--- src/hdl/timer_pkg.sv ---
package timer_pkg;
  // ------------------------------------------------------------
  // bus geometry; byte address is four times the index
  // ------------------------------------------------------------
  localparam int ADDR_W = 12;
  localparam int IDX_W = 10;
  localparam logic [9:0] IDX_CONTROL = 10'h088;
  localparam logic [9:0] IDX_MODE = 10'h089;
  localparam logic [9:0] IDX_T0_LOW = 10'h08A;
  localparam logic [9:0] IDX_T0_HIGH = 10'h08B;
  localparam logic [9:0] IDX_T1_LOW = 10'h08C;
  localparam logic [9:0] IDX_T1_HIGH = 10'h08D;
  localparam logic [9:0] IDX_IRQ_STATUS = 10'h090;
  localparam logic [9:0] IDX_IRQ_MASK = 10'h091;

  // ------------------------------------------------------------
  // field positions
  // ------------------------------------------------------------
  localparam int CTL_EXT0_TYPE = 0;
  localparam int CTL_EXT0_EDGE = 1;
  localparam int CTL_EXT1_TYPE = 2;
  localparam int CTL_EXT1_EDGE = 3;
  localparam int CTL_T0_RUN = 4;
  localparam int CTL_T0_OVF = 5;
  localparam int CTL_T1_RUN = 6;
  localparam int CTL_T1_OVF = 7;
  localparam int MODE_T0_LSB = 0;
  localparam int MODE_T1_LSB = 4;
  localparam int EV_T0 = 0;
  localparam int EV_T1 = 1;
  localparam int EV_EXT0 = 2;
  localparam int EV_EXT1 = 3;
  localparam int NUM_EV = 4;
  localparam int PRESCALE_BITS = 5;

  // ------------------------------------------------------------
  // reset values
  // ------------------------------------------------------------
  localparam logic [7:0] CONTROL_RESET = 8'h00;
  localparam logic [7:0] MODE_RESET = 8'h00;
  localparam logic [7:0] MODE_WMASK = 8'h33;
  localparam logic [3:0] STATUS_RESET = 4'h0;
  localparam logic [3:0] MASK_RESET = 4'h0;
  localparam logic [1:0] EXT_IDLE = 2'h3;
  localparam logic [7:0] COUNT_RESET = 8'h00;

  typedef enum logic [1:0] {
    MODE_13BIT = 2'b00,
    MODE_16BIT = 2'b01,
    MODE_RELOAD = 2'b10,
    MODE_SPLIT = 2'b11
  } timer_mode_t;

  typedef struct packed {
    timer_mode_t mode;
    logic run_main;
    logic run_high;
    logic ld_low;
    logic ld_high;
    logic [7:0] wbyte;
  } timer_ctl_t;

  typedef struct packed {
    logic [7:0] high;
    logic [7:0] low;
    logic ovf_main;
    logic ovf_high;
  } timer_sts_t;
endpackage

--- src/hdl/dual_timer.sv ---
// Function
// - a running timer steps once per clock, otherwise holds its count
// - two mode bits per timer select 13-bit, 16-bit, reload or split
// - mode 0 counts high byte behind a five-bit low prescaler
// - mode 0 upper three low-byte bits carry no meaning
// - wrap from all ones to zero sets the timer overflow flag
// - a timer counts only while its run bit is one, except timer 1 while timer 0 is in mode 3
// - setting run starts counting and leaves the count bytes untouched
// - mode 1 counts all sixteen bits with no prescaler
// - mode 2 low byte counts, reloads from high byte on overflow
// - timer 1 in mode 3 stops as if its run bit were clear
// - timer 0 mode 3 low byte uses timer 0 run and flag
// - timer 0 mode 3 high byte uses timer 1 run, flag, interrupt
// - then timer 1 runs unless in mode 3, still giving baud ticks
// - timer 0 flag set on overflow, cleared by vectoring or software
// - external type bits pick falling edge or low level triggering
// - external edge flags set by hardware, cleared by service or software
// - timer 1 flag at bit 7 like timer 0; run bit 6 software only
module dual_timer (
  // clock and reset
  input wire logic pclk,
  input wire logic presetn,
  // apb slave
  input wire logic psel,
  input wire logic penable,
  input wire logic pwrite,
  input wire logic [timer_pkg::ADDR_W-1:0] paddr,
  input wire logic [31:0] pwdata,
  output logic [31:0] prdata,
  output logic pready,
  output logic pslverr,
  // external interrupt pins, active low
  input wire logic [1:0] ext_irq_n,
  // processor vectoring acknowledge, one bit per event
  input wire logic [timer_pkg::NUM_EV-1:0] irq_ack,
  // interrupt and serial baud tick
  output logic irq,
  output logic baud_tick
);
  import timer_pkg::*;

  typedef struct packed {
    logic [7:0] control;
    logic [7:0] mode;
    logic [NUM_EV-1:0] status;
    logic [NUM_EV-1:0] mask;
    logic [1:0] ext_prev;
    logic [31:0] rdata;
    logic ready;
    logic slverr;
    logic irq;
    logic baud;
  } regs_t;

  localparam regs_t REGS_RESET = '{
    control: CONTROL_RESET,
    mode: MODE_RESET,
    status: STATUS_RESET,
    mask: MASK_RESET,
    ext_prev: EXT_IDLE,
    rdata: 32'h0000_0000,
    ready: 1'b0,
    slverr: 1'b0,
    irq: 1'b0,
    baud: 1'b0
  };

  regs_t state_reg;
  regs_t state_next;

  logic setup;
  logic done;
  logic wr;
  logic rd;
  logic [IDX_W-1:0] idx;
  logic hit;
  logic [31:0] rd_val;
  logic [NUM_EV-1:0] ev;
  logic [NUM_EV-1:0] rd_clear;
  logic [1:0] ext_hit;
  logic t0_split;
  logic t1_parked;
  timer_mode_t t0_mode;
  timer_mode_t t1_mode;
  timer_ctl_t t0_ctl;
  timer_ctl_t t1_ctl;
  timer_sts_t t0_sts;
  timer_sts_t t1_sts;

  // ------------------------------------------------------------
  // apb decode
  // ------------------------------------------------------------
  // pready comes up in the first access cycle, so every transfer is
  // one setup plus one access cycle; read data is caught at setup
  assign setup = psel & ~penable;
  assign done = psel & penable & state_reg.ready;
  assign wr = done & pwrite;
  assign rd = done & ~pwrite;
  assign idx = paddr[ADDR_W-1:2];

  always_comb begin
    rd_val = 32'h0000_0000;
    hit = 1'b1;
    case (idx)
      IDX_CONTROL: begin
        rd_val[7:0] = state_reg.control;
      end
      IDX_MODE: begin
        rd_val[7:0] = state_reg.mode;
      end
      IDX_T0_LOW: begin
        rd_val[7:0] = t0_sts.low;
      end
      IDX_T0_HIGH: begin
        rd_val[7:0] = t0_sts.high;
      end
      IDX_T1_LOW: begin
        rd_val[7:0] = t1_sts.low;
      end
      IDX_T1_HIGH: begin
        rd_val[7:0] = t1_sts.high;
      end
      IDX_IRQ_STATUS: begin
        rd_val[NUM_EV-1:0] = state_reg.status;
      end
      IDX_IRQ_MASK: begin
        rd_val[NUM_EV-1:0] = state_reg.mask;
      end
      default: begin
        hit = 1'b0;
      end
    endcase
  end

  // ------------------------------------------------------------
  // timer steering
  // ------------------------------------------------------------
  assign t0_mode = timer_mode_t'(state_reg.mode[MODE_T0_LSB +: 2]);
  assign t1_mode = timer_mode_t'(state_reg.mode[MODE_T1_LSB +: 2]);
  assign t0_split = t0_mode == MODE_SPLIT;
  assign t1_parked = t1_mode == MODE_SPLIT;

  always_comb begin
    t0_ctl.mode = t0_mode;
    t0_ctl.run_main = state_reg.control[CTL_T0_RUN];
    t0_ctl.run_high = state_reg.control[CTL_T1_RUN];
    t0_ctl.ld_low = wr && idx == IDX_T0_LOW;
    t0_ctl.ld_high = wr && idx == IDX_T0_HIGH;
    t0_ctl.wbyte = pwdata[7:0];
    t1_ctl.mode = t1_mode;
    // with timer 0 split, timer 1 is switched only by its own mode
    if (t0_split) begin
      t1_ctl.run_main = ~t1_parked;
    end else begin
      t1_ctl.run_main = state_reg.control[CTL_T1_RUN] & ~t1_parked;
    end
    t1_ctl.run_high = 1'b0;
    t1_ctl.ld_low = wr && idx == IDX_T1_LOW;
    t1_ctl.ld_high = wr && idx == IDX_T1_HIGH;
    t1_ctl.wbyte = pwdata[7:0];
  end

  timer_slice u_timer0 (
    .pclk(pclk),
    .presetn(presetn),
    .ctl(t0_ctl),
    .sts(t0_sts)
  );

  timer_slice u_timer1 (
    .pclk(pclk),
    .presetn(presetn),
    .ctl(t1_ctl),
    .sts(t1_sts)
  );

  // ------------------------------------------------------------
  // events
  // ------------------------------------------------------------
  // type bit one: falling edge; zero: low level sets the flag each cycle
  assign ext_hit[0] = state_reg.control[CTL_EXT0_TYPE] ?
    (state_reg.ext_prev[0] & ~ext_irq_n[0]) : ~ext_irq_n[0];
  assign ext_hit[1] = state_reg.control[CTL_EXT1_TYPE] ?
    (state_reg.ext_prev[1] & ~ext_irq_n[1]) : ~ext_irq_n[1];

  always_comb begin
    ev = '0;
    ev[EV_T0] = t0_sts.ovf_main;
    // timer 1 overflow loses its flag while timer 0 is split
    ev[EV_T1] = t0_split ? t0_sts.ovf_high : t1_sts.ovf_main;
    ev[EV_EXT0] = ext_hit[0];
    ev[EV_EXT1] = ext_hit[1];
  end

  // only bits actually returned by the read are cleared
  assign rd_clear = (rd && idx == IDX_IRQ_STATUS) ? state_reg.rdata[NUM_EV-1:0] : '0;

  // ------------------------------------------------------------
  // next state
  // ------------------------------------------------------------
  always_comb begin
    state_next = state_reg;
    state_next.ext_prev = ext_irq_n;
    // vectoring clears the hardware flags
    if (irq_ack[EV_T0]) begin
      state_next.control[CTL_T0_OVF] = 1'b0;
    end
    if (irq_ack[EV_T1]) begin
      state_next.control[CTL_T1_OVF] = 1'b0;
    end
    if (irq_ack[EV_EXT0]) begin
      state_next.control[CTL_EXT0_EDGE] = 1'b0;
    end
    if (irq_ack[EV_EXT1]) begin
      state_next.control[CTL_EXT1_EDGE] = 1'b0;
    end
    // writes land at the access edge; counts sit in the slices untouched
    if (wr && idx == IDX_CONTROL) begin
      state_next.control = pwdata[7:0];
    end
    if (wr && idx == IDX_MODE) begin
      state_next.mode = pwdata[7:0] & MODE_WMASK;
    end
    if (wr && idx == IDX_IRQ_MASK) begin
      state_next.mask = pwdata[NUM_EV-1:0];
    end
    // sets are applied last so they beat any clear
    state_next.control[CTL_T0_OVF] = state_next.control[CTL_T0_OVF] | ev[EV_T0];
    state_next.control[CTL_T1_OVF] = state_next.control[CTL_T1_OVF] | ev[EV_T1];
    state_next.control[CTL_EXT0_EDGE] = state_next.control[CTL_EXT0_EDGE] | ev[EV_EXT0];
    state_next.control[CTL_EXT1_EDGE] = state_next.control[CTL_EXT1_EDGE] | ev[EV_EXT1];
    state_next.status = (state_reg.status & ~rd_clear) | ev;
    state_next.ready = setup;
    state_next.slverr = setup & ~hit;
    if (setup) begin
      state_next.rdata = rd_val;
    end
    state_next.irq = |(state_next.status & state_next.mask);
    state_next.baud = t1_sts.ovf_main;
  end

  always_ff @(posedge pclk or negedge presetn) begin
    if (!presetn) begin
      state_reg <= REGS_RESET;
    end else begin
      state_reg <= state_next;
    end
  end

  assign prdata = state_reg.rdata;
  assign pready = state_reg.ready;
  assign pslverr = state_reg.slverr;
  assign irq = state_reg.irq;
  assign baud_tick = state_reg.baud;
endmodule

--- src/hdl/timer_slice.sv ---
module timer_slice (
  // clock and reset
  input wire logic pclk,
  input wire logic presetn,
  // control from the register file
  input wire timer_pkg::timer_ctl_t ctl,
  // count bytes and overflow strobes
  output timer_pkg::timer_sts_t sts
);
  import timer_pkg::*;

  typedef struct packed {
    logic [7:0] high;
    logic [7:0] low;
  } slice_t;

  slice_t cnt_reg;
  slice_t cnt_next;
  logic low5_full;
  logic low_full;
  logic high_full;
  logic ovf_main;
  logic ovf_high;

  // ------------------------------------------------------------
  // count logic
  // ------------------------------------------------------------
  always_comb begin
    low5_full = &cnt_reg.low[PRESCALE_BITS-1:0];
    low_full = &cnt_reg.low;
    high_full = &cnt_reg.high;
    ovf_main = 1'b0;
    ovf_high = 1'b0;
    cnt_next = cnt_reg;
    if (ctl.run_main) begin
      case (ctl.mode)
        MODE_13BIT: begin
          // upper three low bits are left alone; their value is meaningless
          cnt_next.low[PRESCALE_BITS-1:0] = cnt_reg.low[PRESCALE_BITS-1:0] + 5'h01;
          if (low5_full) begin
            cnt_next.high = cnt_reg.high + 8'h01;
            ovf_main = high_full;
          end
        end
        MODE_16BIT: begin
          {cnt_next.high, cnt_next.low} = {cnt_reg.high, cnt_reg.low} + 16'h0001;
          ovf_main = high_full & low_full;
        end
        MODE_RELOAD: begin
          cnt_next.low = low_full ? cnt_reg.high : cnt_reg.low + 8'h01;
          ovf_main = low_full;
        end
        default: begin
          cnt_next.low = cnt_reg.low + 8'h01;
          ovf_main = low_full;
        end
      endcase
    end
    if (ctl.run_high && ctl.mode == MODE_SPLIT) begin
      cnt_next.high = cnt_reg.high + 8'h01;
      ovf_high = high_full;
    end
    // software load wins over counting in the same cycle
    if (ctl.ld_low) begin
      cnt_next.low = ctl.wbyte;
    end
    if (ctl.ld_high) begin
      cnt_next.high = ctl.wbyte;
    end
  end

  always_ff @(posedge pclk or negedge presetn) begin
    if (!presetn) begin
      cnt_reg <= '{high: COUNT_RESET, low: COUNT_RESET};
    end else begin
      cnt_reg <= cnt_next;
    end
  end

  assign sts = '{high: cnt_reg.high, low: cnt_reg.low, ovf_main: ovf_main, ovf_high: ovf_high};
endmodule

--- config.mk ---
export PLATFORM = sky130hd
export DESIGN_NAME = dual_timer
export DESIGN_NICKNAME = d
export VERILOG_FILES = /design/src/hdl/timer_pkg.sv /design/src/hdl/dual_timer.sv /design/src/hdl/timer_slice.sv
export SDC_FILE = /design/constraint.sdc
export NUM_CORES = 1
export LEC_CHECK = 0
export BUFFER_PORTS_ARGS = -buffer_cell sky130_fd_sc_hd__clkbuf_2
export CAP_MARGIN = 10
export CORE_MARGIN = 4
export CORE_UTILIZATION = 50
export CTS_CLUSTER_DIAMETER = 30
export DETAILED_ROUTE_END_ITERATION = 7
export PLACE_DENSITY = 0.74
export SYNTH_ARGS = -nofsm -noshare
export SYNTH_HDL_FRONTEND = slang
export SYNTH_SLANG_ARGS = --single-unit
--- constraint.sdc ---
create_clock -name pclk -period 2.2 [get_ports pclk]
set_clock_uncertainty 0.1 [all_clocks]
set_input_delay 0.66 -clock pclk [delete_from_list [all_inputs] [get_ports pclk]]
set_output_delay 0.66 -clock pclk [all_outputs]
set_load 0.02 [all_outputs]
==> results.sh <==
export IMPL_synth_edf_count=0
export IMPL_grt_overflow=0
export IMPL_fmax_ghz=0.461
export IMPL_dp_hpwl_um=10400
export IMPL_yosysSeqAreaShare=0.362
export IMPL_syn_avg_cell_area_um2=8.81
export IMPL_dp_cells=702
export IMPL_wl_met3_um=1120
export IMPL_nets=678
export IMPL_synth_seq_cells=66
export IMPL_port_buffers=40
export IMPL_grt_util_all_layers=0.260
export IMPL_rsz0062_at_grt="true"
export IMPL_relSlewSlack=0.609
export IMPL_drv_cap=0
export IMPL_p_leak_nw=2.46
export IMPL_cts_path_max_buffers=2
export IMPL_hold_class="input port to async pin"
export IMPL_run_status="complete, no violations"
export IMPL_fin_crit_ns=2.17
export IMPL_drt_met1_wl_um=5890
export IMPL_fillers=738
export IMPL_power_density_nw_per_um2=654
export IMPL_io_pins=91
export IMPL_insertedDiodeCount=0
export IMPL_syn2layout_area_growth_pct=21.6
export IMPL_die_h_um=104
export IMPL_core_area_um2=8810
export IMPL_critPathKind="flip-flop to flip-flop"
export IMPL_post_route_drc_count=0
export IMPL_netlist_area_um2=4570
export IMPL_peakVddDrop_v=0.000358
export IMPL_grt_pass1_vias=4364
export IMPL_fin_crit_sh=0.987
export IMPL_worstPathArrival_ns=2.27
export IMPL_ys_flop_type="dfrtp_1"
export IMPL_grt_pass1_wl_um=22700
export IMPL_cts_htree_levels=3
export IMPL_die_area_um2=10700
export IMPL_place_gp_congestion=0.924
export IMPL_fp_row_count=34
export IMPL_tritoncts="yes"
export IMPL_cts_made_buffers=9
export IMPL_multi_input_area_um2=2690
export IMPL_stdcell_count=721
export IMPL_firstDrtPassIters=5
export IMPL_fin_tns_setup_ns=0
export IMPL_cts_sinks=66
export IMPL_drt_wl_total_um=14000
export IMPL_highest_layer="met4"
export IMPL_wl_met2_um=6530
export IMPL_antenna_found_initial=0
export IMPL_cts_root_buf="clkbuf_8"
export IMPL_ys_async_sr_fraction=1.00
export IMPL_tightestPinTransition_ns=0.581
export IMPL_clkTransAtPathRegs_ns=0.08
export IMPL_synth_warnings=0
export IMPL_final_layout_size_suffix_gt1_frac=0.268
export IMPL_syn_inst=519
export IMPL_ff_latch_area_um2=1660
export IMPL_drt_initial_drc_count=331
export IMPL_hold_buffers=0
export IMPL_die_w_um=104
export IMPL_yosysUniqueCellTypes=66
export IMPL_cp_end_kind="flip-flop"
export IMPL_finalSetupViolCount=0
export IMPL_crit_fanout=2
export IMPL_largest_reg_flops=22
export IMPL_start_kind="flip-flop"
export IMPL_power_w=0.00364
export IMPL_grt_max_degree=25
export IMPL_required_ns=2.30
export IMPL_final_antenna_net_count=0
export IMPL_clkLatencyLatePin_ns=0.35
export IMPL_vias=4452
export IMPL_start_util=0.519
export IMPL_viasPerCell=6.17
export IMPL_wl_per_cell_um=19.5
export IMPL_hold_viol=0
export IMPL_report_final_slew_viol_count=0
==> synthesized netlist by cell type (6+ instances only) <==
library cell | count | area [µm²]
xor2_1 | 11 | 96.3
inv_1 | 27 | 101
nor2_1 | 26 | 97.6
o22ai_1 | 13 | 81.3
o31ai_1 | 6 | 45.0
nor3b_1 | 6 | 45.0
and3_1 | 7 | 43.8
xnor2_1 | 10 | 87.6
a221oi_1 | 10 | 87.6
nand3_1 | 17 | 85.1
ha_1 | 15 | 188
dfrtp_1 | 64 | 1600
mux2i_1 | 6 | 60.1
buf_2 | 7 | 35.0
nand4_1 | 15 | 93.8
clkbuf_1 | 7 | 26.3
a21oi_1 | 22 | 110
mux2_2 | 11 | 124
a22oi_1 | 14 | 105
o21ai_0 | 45 | 225
nor3_1 | 7 | 35.0
nand2_1 | 49 | 184
buf_4 | 33 | 248
==> cells by family (layout without fill, tap and decap cells) <==
| logic type | Yosys count | after routing | synth area share |
|---|---|---|---|
| compound gates | 158 | 158 | 0.228 |
| xor+xnor | 21 | 21 | 0.0402 |
| fa+ha+maj | 15 | 15 | 0.0410 |
| buf+inv | 77 | 148 | 0.0941 |
| flops | 66 | 66 | 0.362 |
| mux | 17 | 17 | 0.0402 |
| other cells | 1 | 24 | 0.000820 |
| simple gates | 164 | 164 | 0.194 |
==> per-stage QoR <==
step | cell area [µm²] | utilization | worst slack [ns] | hold slack [ns]
3_3_place_gp | 5190 | 0.590 | -0.132 | 0.366
5_1_grt | 5560 | 0.632 | -0.0702 | 0.223
4_1_cts | 5450 | 0.619 | -0.0341 | 0.193
6_report | 5560 | 0.632 | 0.0292 | 0.177
3_5_place_dp | 5190 | 0.590 | -0.160 | 0.375
2_1_floorplan | 4670 | - | -0.0243 | 0.264
==> metal layers <==
| metal | vias up | track usage |
|---|---|---|
| li1 | 2047 | - |
| met1 | 2126 | 0.342 |
| met2 | 238 | 0.421 |
| met3 | 41 | 0.0454 |
| met4 | 0 | 0.111 |
| met5 | - | 0 |
==> worst paths after layout <==
path | startpoint | endpoint | slack, ns | cells after the start
worst max-delay path | u_timer1.sts[2]$_DFFE_PN0P_ | irq$_DFF_PN0_ | 0.03 | 9
worst min-delay path | presetn | u_timer0.sts[5]$_DFFE_PN0P_ | 0.18 | 1
worst max register to register | u_timer1.sts[2]$_DFFE_PN0P_ | irq$_DFF_PN0_ | 0.03 | 9
worst min register to register | prdata[4]$_DFFE_PN0P_ | prdata[4]$_DFFE_PN0P_ | 0.38 | 2
max in group asynchronous | presetn | state_reg[36]$_DFF_PN1_ | 1.24 | 2
min in group pclk | ext_irq_n[1] | state_reg[37]$_DFF_PN1_ | 0.29 | 1
==> cell type report <==
class / instances / share of cell area
inverter: 27 / 0.0182
clock inverter: 7 / 0.0211
clock buffer: 9 / 0.0223
multi-input combinational: 399 / 0.484
timing repair buffer: 105 / 0.133
tap: 108 / 0.0243
sequential: 66 / 0.298
==> power by group <==
group	switching (W)	total (W)	leakage, nW	internal (W)
Combinational	0.000513	0.000961	1.60	0.000448
Clock	0.000511	0.00126	0.123	0.000753
Sequential	0.000109	0.00141	0.737	0.00130
==> placed cells by master, fill, tap and decap left out, drive strengths merged, types with 13 or more instances in the layout <==
| cell | instances |
|---|---|
| a21oi | 22 |
| a22oi | 14 |
| buf | 66 |
| clkbuf | 48 |
| conb | 24 |
| dfrtp | 64 |
| ha | 15 |
| inv | 27 |
| nand2 | 49 |
| nand3 | 18 |
| nand4 | 15 |
| nor2 | 26 |
| o21ai | 46 |
| o22ai | 13 |
==> critical path, cell delays in order (launching register included) <==
cell and delay, ns:
dfrtp_1 0.40, ha_2 0.19, nand3_2 0.09, inv_2 0.06, ha_4 0.15, o211a_1 0.23, nand4_1 0.09, o211ai_1 0.16
a311oi_2 0.36, o2111ai_2 0.18
==> repair_timing <==
action	in CTS	in global routing
setup endpoints to repair	4	27
gates resized for setup	3	21
pin swaps	1	9
setup buffers	0	3
Power figures use the tool's default switching activity.
